==> src/sla_pkg.sv <==
// Constants and types shared by the channel alignment block.
package sla_pkg;

  // ---------------------------------------------------------------
  // Sizes and timing
  // ---------------------------------------------------------------
  localparam int unsigned CHAN_MAX = 16;
  localparam int unsigned WORD_BITS = 4;
  localparam int unsigned TAP_BITS = 6;
  localparam logic [4:0] CHAN_DEFAULT = 5'h10;
  localparam int unsigned CLK_HZ = 25000000;
  localparam int unsigned SETTLE_NS = 160;
  localparam logic [3:0] SETTLE_CYC = 4'((SETTLE_NS * (CLK_HZ / 1000000) + 999) / 1000);

  // ---------------------------------------------------------------
  // Register map (byte addresses)
  // ---------------------------------------------------------------
  localparam logic [7:0] ADDR_CTRL = 8'h00;
  localparam logic [7:0] ADDR_NCHAN = 8'h04;
  localparam logic [7:0] ADDR_STATUS = 8'h08;
  localparam logic [7:0] ADDR_WINDOW = 8'h0C;
  localparam logic [7:0] ADDR_TAP_BASE = 8'h40;
  localparam int unsigned CTRL_RUN_BIT = 0;
  localparam logic CTRL_RUN_RESET = 1'b1;
  localparam int unsigned ST_LOCKED_LSB = 0;
  localparam int unsigned ST_BUS_BIT = 8;
  localparam int unsigned ST_PHASE_LSB = 9;
  localparam int unsigned ST_SEQ_LSB = 12;
  localparam int unsigned WIN_CENTER_LSB = 8;
  localparam logic [31:0] UNMAPPED_DATA = 32'h00000000;

  // ---------------------------------------------------------------
  // Types
  // ---------------------------------------------------------------
  typedef enum logic [1:0]
  {
    SEQ_IDLE = 2'b00,
    SEQ_ALIGN = 2'b01,
    SEQ_DONE = 2'b10
  } sla_seq_e;

  typedef enum logic [2:0]
  {
    AL_IDLE = 3'b000,
    AL_SETTLE = 3'b001,
    AL_FIND_RISE = 3'b010,
    AL_MEASURE = 3'b011,
    AL_CENTER = 3'b100,
    AL_DONE = 3'b101
  } sla_align_e;

  typedef struct packed
  {
    logic [3:0] chan;
    logic inc;
    logic dec;
  } sla_delay_ctl_s;

  typedef logic [TAP_BITS-1:0] sla_tap_t;

endpackage

==> src/sla_channel_align.sv <==
// Per-channel delay search and single-pass in-order channel sequencer with an Avalon-MM register slave.
//
// Behaviour
// - Each channel arrives as four-bit parallel words, four serial bits per word.
// - Clock-pattern request is raised to start a channel; far end toggles while high.
// - Step the delay up one tap at a time until a 0-to-1 transition.
// - After the opening edge, count each applied tap as window width.
// - Keep stepping and counting until a 1-to-0 transition ends the window.
// - Step back down half the counted width and keep that tap for the channel.
// - Search and centring repeat for every configured channel (the first nchan channels), one after another.
// - Channels are aligned one at a time, from the first upward to the last.
// - On done the locked count rises by one and the selection moves on.
// - In the same cycle as the count update the start output pulses for the new channel.
// - All-aligned is high exactly when locked count equals configured channels, default sixteen.
// - Done at count total minus one still counts and enters the finished state.
// - The sequencer runs on the received clock divided by four, the word clock.
// - Active-high reset clears the count and selects the first channel.
// - The locked-channel count is a five-bit unsigned output.
// - Done rises only after the selected channel finished search and centring.
// - Done and request pair: 00 word, 01 bit alignment, 10 or 11 complete.
//
// The implementer's own choices: the register offsets and the Avalon-MM slave port.
module sla_channel_align
(
  input wire logic clock_in,
  input wire logic sys_rst_in,
  input wire logic [7:0] avs_address_in,
  input wire logic avs_read_in,
  input wire logic avs_write_in,
  input wire logic [31:0] avs_writedata_in,
  output logic [31:0] avs_readdata_out,
  output logic avs_waitrequest_out,
  input wire logic [sla_pkg::CHAN_MAX*sla_pkg::WORD_BITS-1:0] rx_word_in,
  output sla_pkg::sla_delay_ctl_s input_delay_line_out,
  output logic clock_pattern_req_out,
  output logic data_aligned_out,
  output logic start_channel_align_out,
  output logic [4:0] channels_locked_out,
  output logic bus_aligned_out
);
  import sla_pkg::*;

  // ---------------------------------------------------------------
  // Functions
  // ---------------------------------------------------------------
  function automatic logic [3:0] chan_word(input logic [CHAN_MAX*WORD_BITS-1:0] w, input logic [3:0] ch);
    chan_word = w[ch*WORD_BITS +: WORD_BITS];
  endfunction

  // ---------------------------------------------------------------
  // Register slave
  // ---------------------------------------------------------------
  logic ack_q, ack_d;
  logic [31:0] rdata_q, rdata_d;
  logic run_q, run_d;
  logic [4:0] nchan_q, nchan_d;
  logic access;

  // Sequencer and alignment state, declared here for the read mux.
  sla_seq_e seq_q, seq_d;
  logic [4:0] locked_q, locked_d;
  logic [3:0] sel_q, sel_d;
  logic start_q, start_d;
  sla_align_e al_q, al_d, ret_q, ret_d;
  logic [3:0] wait_q, wait_d;
  logic prev_q, prev_d, prev_ok_q, prev_ok_d;
  sla_tap_t width_q, width_d, half_q, half_d;
  logic inc_q, inc_d, dec_q, dec_d;
  sla_tap_t tap_q [CHAN_MAX];
  logic [3:0] cur_word;
  logic cur_bit;

  assign access = avs_read_in | avs_write_in;

  // One wait state: the request is taken on the edge where waitrequest is low.
  always_comb
  begin
    ack_d = access & ~ack_q;
    rdata_d = rdata_q;
    run_d = run_q;
    nchan_d = nchan_q;
    if (ack_d && avs_read_in)
    begin
      if (avs_address_in == ADDR_CTRL)
        rdata_d = {31'h00000000, run_q};
      else if (avs_address_in == ADDR_NCHAN)
        rdata_d = {27'h0000000, nchan_q};
      else if (avs_address_in == ADDR_STATUS)
      begin
        rdata_d = UNMAPPED_DATA;
        rdata_d[ST_LOCKED_LSB +: 5] = locked_q;
        rdata_d[ST_BUS_BIT] = bus_aligned_out;
        rdata_d[ST_PHASE_LSB +: 2] = {data_aligned_out, clock_pattern_req_out};
        rdata_d[ST_SEQ_LSB +: 2] = seq_q;
      end
      else if (avs_address_in == ADDR_WINDOW)
      begin
        rdata_d = UNMAPPED_DATA;
        rdata_d[TAP_BITS-1:0] = width_q;
        rdata_d[WIN_CENTER_LSB +: TAP_BITS] = tap_q[sel_q];
      end
      else if (avs_address_in[7:6] == ADDR_TAP_BASE[7:6] && avs_address_in[1:0] == 2'h0)
        rdata_d = {{(32-TAP_BITS){1'b0}}, tap_q[avs_address_in[5:2]]};
      else
        rdata_d = UNMAPPED_DATA;
    end
    if (ack_q && avs_write_in)
    begin
      if (avs_address_in == ADDR_CTRL)
        run_d = avs_writedata_in[CTRL_RUN_BIT];
      else if (avs_address_in == ADDR_NCHAN && avs_writedata_in[4:0] != 5'h00
               && avs_writedata_in[4:0] <= CHAN_DEFAULT)
        nchan_d = avs_writedata_in[4:0];
    end
  end

  always_ff @(posedge clock_in)
  begin
    if (sys_rst_in)
    begin
      ack_q <= 1'b0;
      rdata_q <= UNMAPPED_DATA;
      run_q <= CTRL_RUN_RESET;
      nchan_q <= CHAN_DEFAULT;
    end
    else
    begin
      ack_q <= ack_d;
      rdata_q <= rdata_d;
      run_q <= run_d;
      nchan_q <= nchan_d;
    end
  end

  assign avs_waitrequest_out = access & ~ack_q;
  assign avs_readdata_out = rdata_q;

  // ---------------------------------------------------------------
  // Channel sequencer
  // ---------------------------------------------------------------
  // Runs on clock_in, which is the word clock: forwarded clock divided by four.
  // Counting is skipped while start is high, because done is still seen during
  // the start pulse and would otherwise be counted twice.
  always_comb
  begin
    seq_d = seq_q;
    locked_d = locked_q;
    sel_d = sel_q;
    start_d = 1'b0;
    unique case (seq_q)
      SEQ_IDLE:
      begin
        if (run_q)
        begin
          seq_d = SEQ_ALIGN;
          start_d = 1'b1;
        end
      end
      SEQ_ALIGN:
      begin
        if (data_aligned_out && !start_q)
        begin
          locked_d = locked_q + 5'h01;
          sel_d = sel_q + 4'h1;
          if (locked_q == nchan_q - 5'h01)
            seq_d = SEQ_DONE;
          else
            start_d = 1'b1;
        end
      end
      SEQ_DONE:
      begin
        seq_d = SEQ_DONE;
      end
    endcase
  end

  always_ff @(posedge clock_in)
  begin
    if (sys_rst_in)
    begin
      seq_q <= SEQ_IDLE;
      locked_q <= 5'h00;
      sel_q <= 4'h0;
      start_q <= 1'b0;
    end
    else
    begin
      seq_q <= seq_d;
      locked_q <= locked_d;
      sel_q <= sel_d;
      start_q <= start_d;
    end
  end

  assign start_channel_align_out = start_q;
  assign channels_locked_out = locked_q;
  assign bus_aligned_out = (locked_q == nchan_q);

  // ---------------------------------------------------------------
  // Alignment state machine
  // ---------------------------------------------------------------
  // Bit 0 of the selected channel's four-bit word is watched tap by tap.
  // The tap counter wraps like the delay line; the periodic training pattern
  // always shows another edge, so the search cannot stall.
  assign cur_word = chan_word(rx_word_in, sel_q);
  assign cur_bit = cur_word[0];

  always_comb
  begin
    al_d = al_q;
    ret_d = ret_q;
    wait_d = wait_q;
    prev_d = prev_q;
    prev_ok_d = prev_ok_q;
    width_d = width_q;
    half_d = half_q;
    inc_d = 1'b0;
    dec_d = 1'b0;
    unique case (al_q)
      AL_IDLE, AL_DONE:
      begin
        if (start_q)
        begin
          al_d = AL_SETTLE;
          ret_d = AL_FIND_RISE;
          wait_d = SETTLE_CYC;
          prev_ok_d = 1'b0;
        end
      end
      AL_SETTLE:
      begin
        // Each tap change needs time to reach the parallel words before sampling.
        wait_d = wait_q - 4'h1;
        if (wait_q == 4'h1)
          al_d = ret_q;
      end
      AL_FIND_RISE:
      begin
        prev_d = cur_bit;
        prev_ok_d = 1'b1;
        inc_d = 1'b1;
        al_d = AL_SETTLE;
        wait_d = SETTLE_CYC;
        if (prev_ok_q && !prev_q && cur_bit)
        begin
          width_d = sla_tap_t'(1);
          ret_d = AL_MEASURE;
        end
      end
      AL_MEASURE:
      begin
        prev_d = cur_bit;
        al_d = AL_SETTLE;
        wait_d = SETTLE_CYC;
        if (prev_q && !cur_bit)
        begin
          half_d = width_q >> 1;
          if (width_q >> 1 == sla_tap_t'(0))
            al_d = AL_DONE;
          else
            ret_d = AL_CENTER;
          wait_d = width_q >> 1 == sla_tap_t'(0) ? wait_q : SETTLE_CYC;
        end
        else
        begin
          inc_d = 1'b1;
          width_d = width_q + sla_tap_t'(1);
        end
      end
      AL_CENTER:
      begin
        dec_d = 1'b1;
        half_d = half_q - sla_tap_t'(1);
        if (half_q == sla_tap_t'(1))
          al_d = AL_DONE;
        else
        begin
          al_d = AL_SETTLE;
          wait_d = SETTLE_CYC;
        end
      end
      default:
      begin
        al_d = AL_IDLE;
      end
    endcase
  end

  always_ff @(posedge clock_in)
  begin
    if (sys_rst_in)
    begin
      al_q <= AL_IDLE;
      ret_q <= AL_FIND_RISE;
      wait_q <= 4'h0;
      prev_q <= 1'b0;
      prev_ok_q <= 1'b0;
      width_q <= '0;
      half_q <= '0;
      inc_q <= 1'b0;
      dec_q <= 1'b0;
    end
    else
    begin
      al_q <= al_d;
      ret_q <= ret_d;
      wait_q <= wait_d;
      prev_q <= prev_d;
      prev_ok_q <= prev_ok_d;
      width_q <= width_d;
      half_q <= half_d;
      inc_q <= inc_d;
      dec_q <= dec_d;
    end
  end

  // The tap kept for each channel follows every step sent to its delay line.
  always_ff @(posedge clock_in)
  begin
    if (sys_rst_in)
    begin
      for (int i = 0; i < CHAN_MAX; i++)
        tap_q[i] <= '0;
    end
    else if (inc_d)
      tap_q[sel_q] <= tap_q[sel_q] + sla_tap_t'(1);
    else if (dec_d)
      tap_q[sel_q] <= tap_q[sel_q] - sla_tap_t'(1);
  end

  assign input_delay_line_out = '{chan: sel_q, inc: inc_q, dec: dec_q};
  // Request stays high through the whole search so the far end keeps toggling.
  assign clock_pattern_req_out = (al_q != AL_IDLE) && (al_q != AL_DONE);
  assign data_aligned_out = (al_q == AL_DONE);

endmodule

==> config.mk <==
export PLATFORM = sky130hd
export DESIGN_NAME = sla_channel_align
export DESIGN_NICKNAME = d
export VERILOG_FILES = /design/src/sla_pkg.sv /design/src/sla_channel_align.sv
export SDC_FILE = /design/constraint.sdc
export NUM_CORES = 1
export LEC_CHECK = 0
export ABC_AREA = 1
export ABC_CLOCK_PERIOD_IN_PS = 9700
export BUFFER_PORTS_ARGS = -buffer_cell sky130_fd_sc_hd__buf_4
export CAP_MARGIN = 15
export CORE_ASPECT_RATIO = 1.5
export CORE_UTILIZATION = 30
export CTS_CLUSTER_SIZE = 24
export DETAILED_ROUTE_END_ITERATION = 7
export HOLD_SLACK_MARGIN = 0.08
export PLACE_DENSITY_LB_ADDON = 0.12
export SKIP_LAST_GASP = 1
export SLEW_MARGIN = 0
export SYNTH_ARGS = -nofsm -noshare
export SYNTH_HDL_FRONTEND = slang
export SYNTH_SLANG_ARGS = --single-unit
==> constraint.sdc <==
create_clock -name clock_in -period 9.7 [get_ports clock_in]
set_clock_uncertainty 0.1 [all_clocks]
set_input_delay 0.97 -clock clock_in [delete_from_list [all_inputs] [get_ports clock_in]]
set_output_delay 0.97 -clock clock_in [all_outputs]
set_load 0.05 [all_outputs]
==> impl_results.md <==
* Status: finished, final reports clean
* Number of remaining DRC errors at 0
* YS warnings at 0
* CTS tree: built
* Flop pwr share at 0.442
* CTS Hold Bufs at 0
* Vias in the first global route at 7,822
* Via density at 4.86
* RSZ-0062 raised after global routing: no
* Antenna Cells at 0
* Final ANT Viol Nets at 0
* Hold depth at 1
* Sequential-to-total area share from yosys stat at 0.452
* First-pass GRT wire length at 45,600 um
* Largest net degree at the start of global routing at 68
* Clk sinks at 157
* Static leakage at 4.47 nW
* I/O Buffers at 60
* CP max FO at 67
* Post-DP HPWL at 21,600 um
* Global Route Usage Sum at 0.202
* Syn_area_per_cell at 7.54 um2
* MaxCap Viol Count at 0
* CTS root buf: clkbuf_16
* Pwr dens at 168 nW/um2
* Initial antenna violation count at 0
* Sw frac at 0.288
* Max-slew headroom at 0.267
* Chip height at 215 um
* Die area at 31,000 um2
* FF+latch count, synth at 157
* WP data required at 9.75 ns
* Core Region at 29,700 um2
* Worst-path clk slew at 0.06 ns
* Async SR Flop Fraction at 0
* Hold Slack at 0.342 ns
* Reg2Reg Setup Slack at 5.31 ns
* Placer Congestion at 0.820
* Fin. max-slew vios at 0
* Post-Route WL at 29,900 um
* Layout cells sized above 1 at 0.105
* Final WS setup at 5.31 ns
* Initial Util at 0.306
* Pwr Total at 1.75 mW
* Critical path class: register to register
* Main synth FF type: edfxtp_1
* Mapped Area at 9090 um2
* Setup bufs post-CTS at 0
* Worst Setup Start Kind: register
* Buffer depth of the longest clock path at 2
* Clock share of power at 0.401
* H-tree depth at 4
* Resized cells post-CTS at 0
* Final min period at 4.39 ns
* TritonCTS Buffers at 17
* Setup violators final at 0
* Die Wd at 144 um
* Placement Setup Slack at 5.34 ns
* Comb pwr share at 0.157
* Synthesis-to-layout area growth at 14.2%
* Fmax at 228 MHz
* Worst skew pair latency at 0.44 ns
* Routed vias at 8,019
* DRT Pass-1 Iters at 5
* Worst hold path type: register to register
* P_sw at 0.503 mW
* Drt initial violations at 613
* Final Cycle Share at 0.453
* Synth cell types at 40
* Reg2reg path depth at 15
* # rows at 77
* Internal at 1.24 mW
* GRT overflow at 0
* Peak VDD IR at 113 uV
* CP endpoint kind: register
* Syn Inst Count at 1,206
* Final setup TNS at 0 ns
* Io pins at 156
* Final Hold Fails at 0
* Worst Max-Slew Pin Slew at 1.10 ns
* Critical Path AT at 4.44 ns
* Routed wire per std cell at 18.1 um
* Nets@finish at 1,368
* Post-synth EDFFs at 96
-- cell families after synthesis --
logic type | Yosys count | synth area share
AOI/OAI and AO/OA | 219 | 0.131
xor gates and xnor gates | 14 | 0.0135
adders and majority gates | 18 | 0.0256
buffers and inverters | 206 | 0.100
DFF | 157 | 0.452
other | 1 | 0.000413
and+or+nand+nor | 591 | 0.277
-- final timing paths --
check | from | endpoint
max | register | tap_q[3][5]
min | ack_q | ack_q
min reg2reg | ack_q | ack_q
max reg2reg | register | tap_q[3][5]
-- cell usage in the layout, fill, tap and decap left out, types with 4 or more instances in the layout --
cell,instances
nand2_1,235
nor2_1,208
inv_1,131
a21oi_1,110
edfxtp_1,96
nand3_1,88
o21ai_0,76
buf_4,68
dfxtp_1,60
conb_1,20
clkbuf_16,20
ha_1,17
nor3_1,16
o211ai_1,14
nand4_1,11
nor2_2,10
nand2_4,10
xnor2_1,9
xor2_1,5
nand3b_1,4
o221ai_1,4
o21a_1,4
-- critical path, cell delays in order, from the launching register on --
cell and delay (ns):
dfxtp_2 0.31, buf_4 0.51, inv_2 0.43, o21ai_0 0.23
o21ai_0 0.10, o221ai_1 0.47, nand2_1 0.22, ha_1 0.38
nand2_1 0.09, nor2_1 0.05, a211oi_1 0.16, nand2_1 0.09
inv_1 0.06, nand2_1 0.04, nand2_1 0.68, nor2_1 0.12
-- state kept, by name, indices dropped and copies added (netlist names), 2 cells and up, named ones only --
| register | flops |
|---|---|
| width_q | 6 |
| ret_q | 3 |
| tap_q | 96 |
| half_q | 6 |
| avs_readdata_out | 12 |
| wait_q | 4 |
| nchan_q | 5 |
| seq_q | 2 |
| al_q | 3 |
| channels_locked_out | 5 |
| sel_q | 4 |
-- power groups by stage --
stage / clock, mW / sequential [mW] / combinational [mW]
floorplan: 0 / 0.782 / 0.194
global placement: 0 / 0.786 / 0.274
detailed placement: 0 / 0.787 / 0.275
CTS: 0.715 / 0.772 / 0.276
global route: 0.736 / 0.777 / 0.305
finish: 0.699 / 0.772 / 0.274
-- synth_stat cells, types with 2 or more instances --
master	n	share of area
nand2_1	235	0.097
a211oi_1	2	0.0017
nand2_4	10	0.012
o211ai_1	14	0.012
a22oi_1	3	0.0025
nand4_1	11	0.0076
inv_1	132	0.055
nand2_2	3	0.0021
nand3b_1	4	0.0033
buf_6	2	0.0025
o311ai_0	2	0.0019
or2_2	3	0.0021
nor3b_1	2	0.0017
buf_2	15	0.0083
nor2_2	10	0.0069
nand3_1	88	0.048
ha_1	17	0.023
buf_1	2	0.00083
nor2_1	208	0.086
inv_2	3	0.0012
o21ai_0	76	0.042
o21a_1	4	0.0033
dfxtp_1	61	0.13
xnor2_1	9	0.0087
xor2_1	5	0.0048
a21oi_1	110	0.061
o221ai_1	4	0.0039
clkbuf_1	26	0.011
nor3_1	16	0.0088
buf_4	24	0.020
edfxtp_1	96	0.32
-- area by class of cell --
cell class	instances	area (um2)
fillers	3220	19300
well taps	395	494
inverters	136	510
multi-input cells	862	4140
flip-flops and latches	157	4110
repair buffers	68	510
clock buffers	25	543
clock inverters	7	68.8
-- metrics by stage --
step	utilization	cells	area, um2
after floorplan	-	1225	9160
after global placement	0.329	1618	9760
after detailed placement	0.329	1618	9760
after CTS	0.350	1650	10400
after global routing	0.350	1650	10400
final	0.350	1650	10400
-- metal layers --
metal / track usage / share of wire
met3: 0.0290 / 0.040
met4: 0.0929 / 0.036
met2: 0.366 / 0.53
met5: 0 / 0
met1: 0.230 / 0.40
Power figures use the tool's default switching activity.
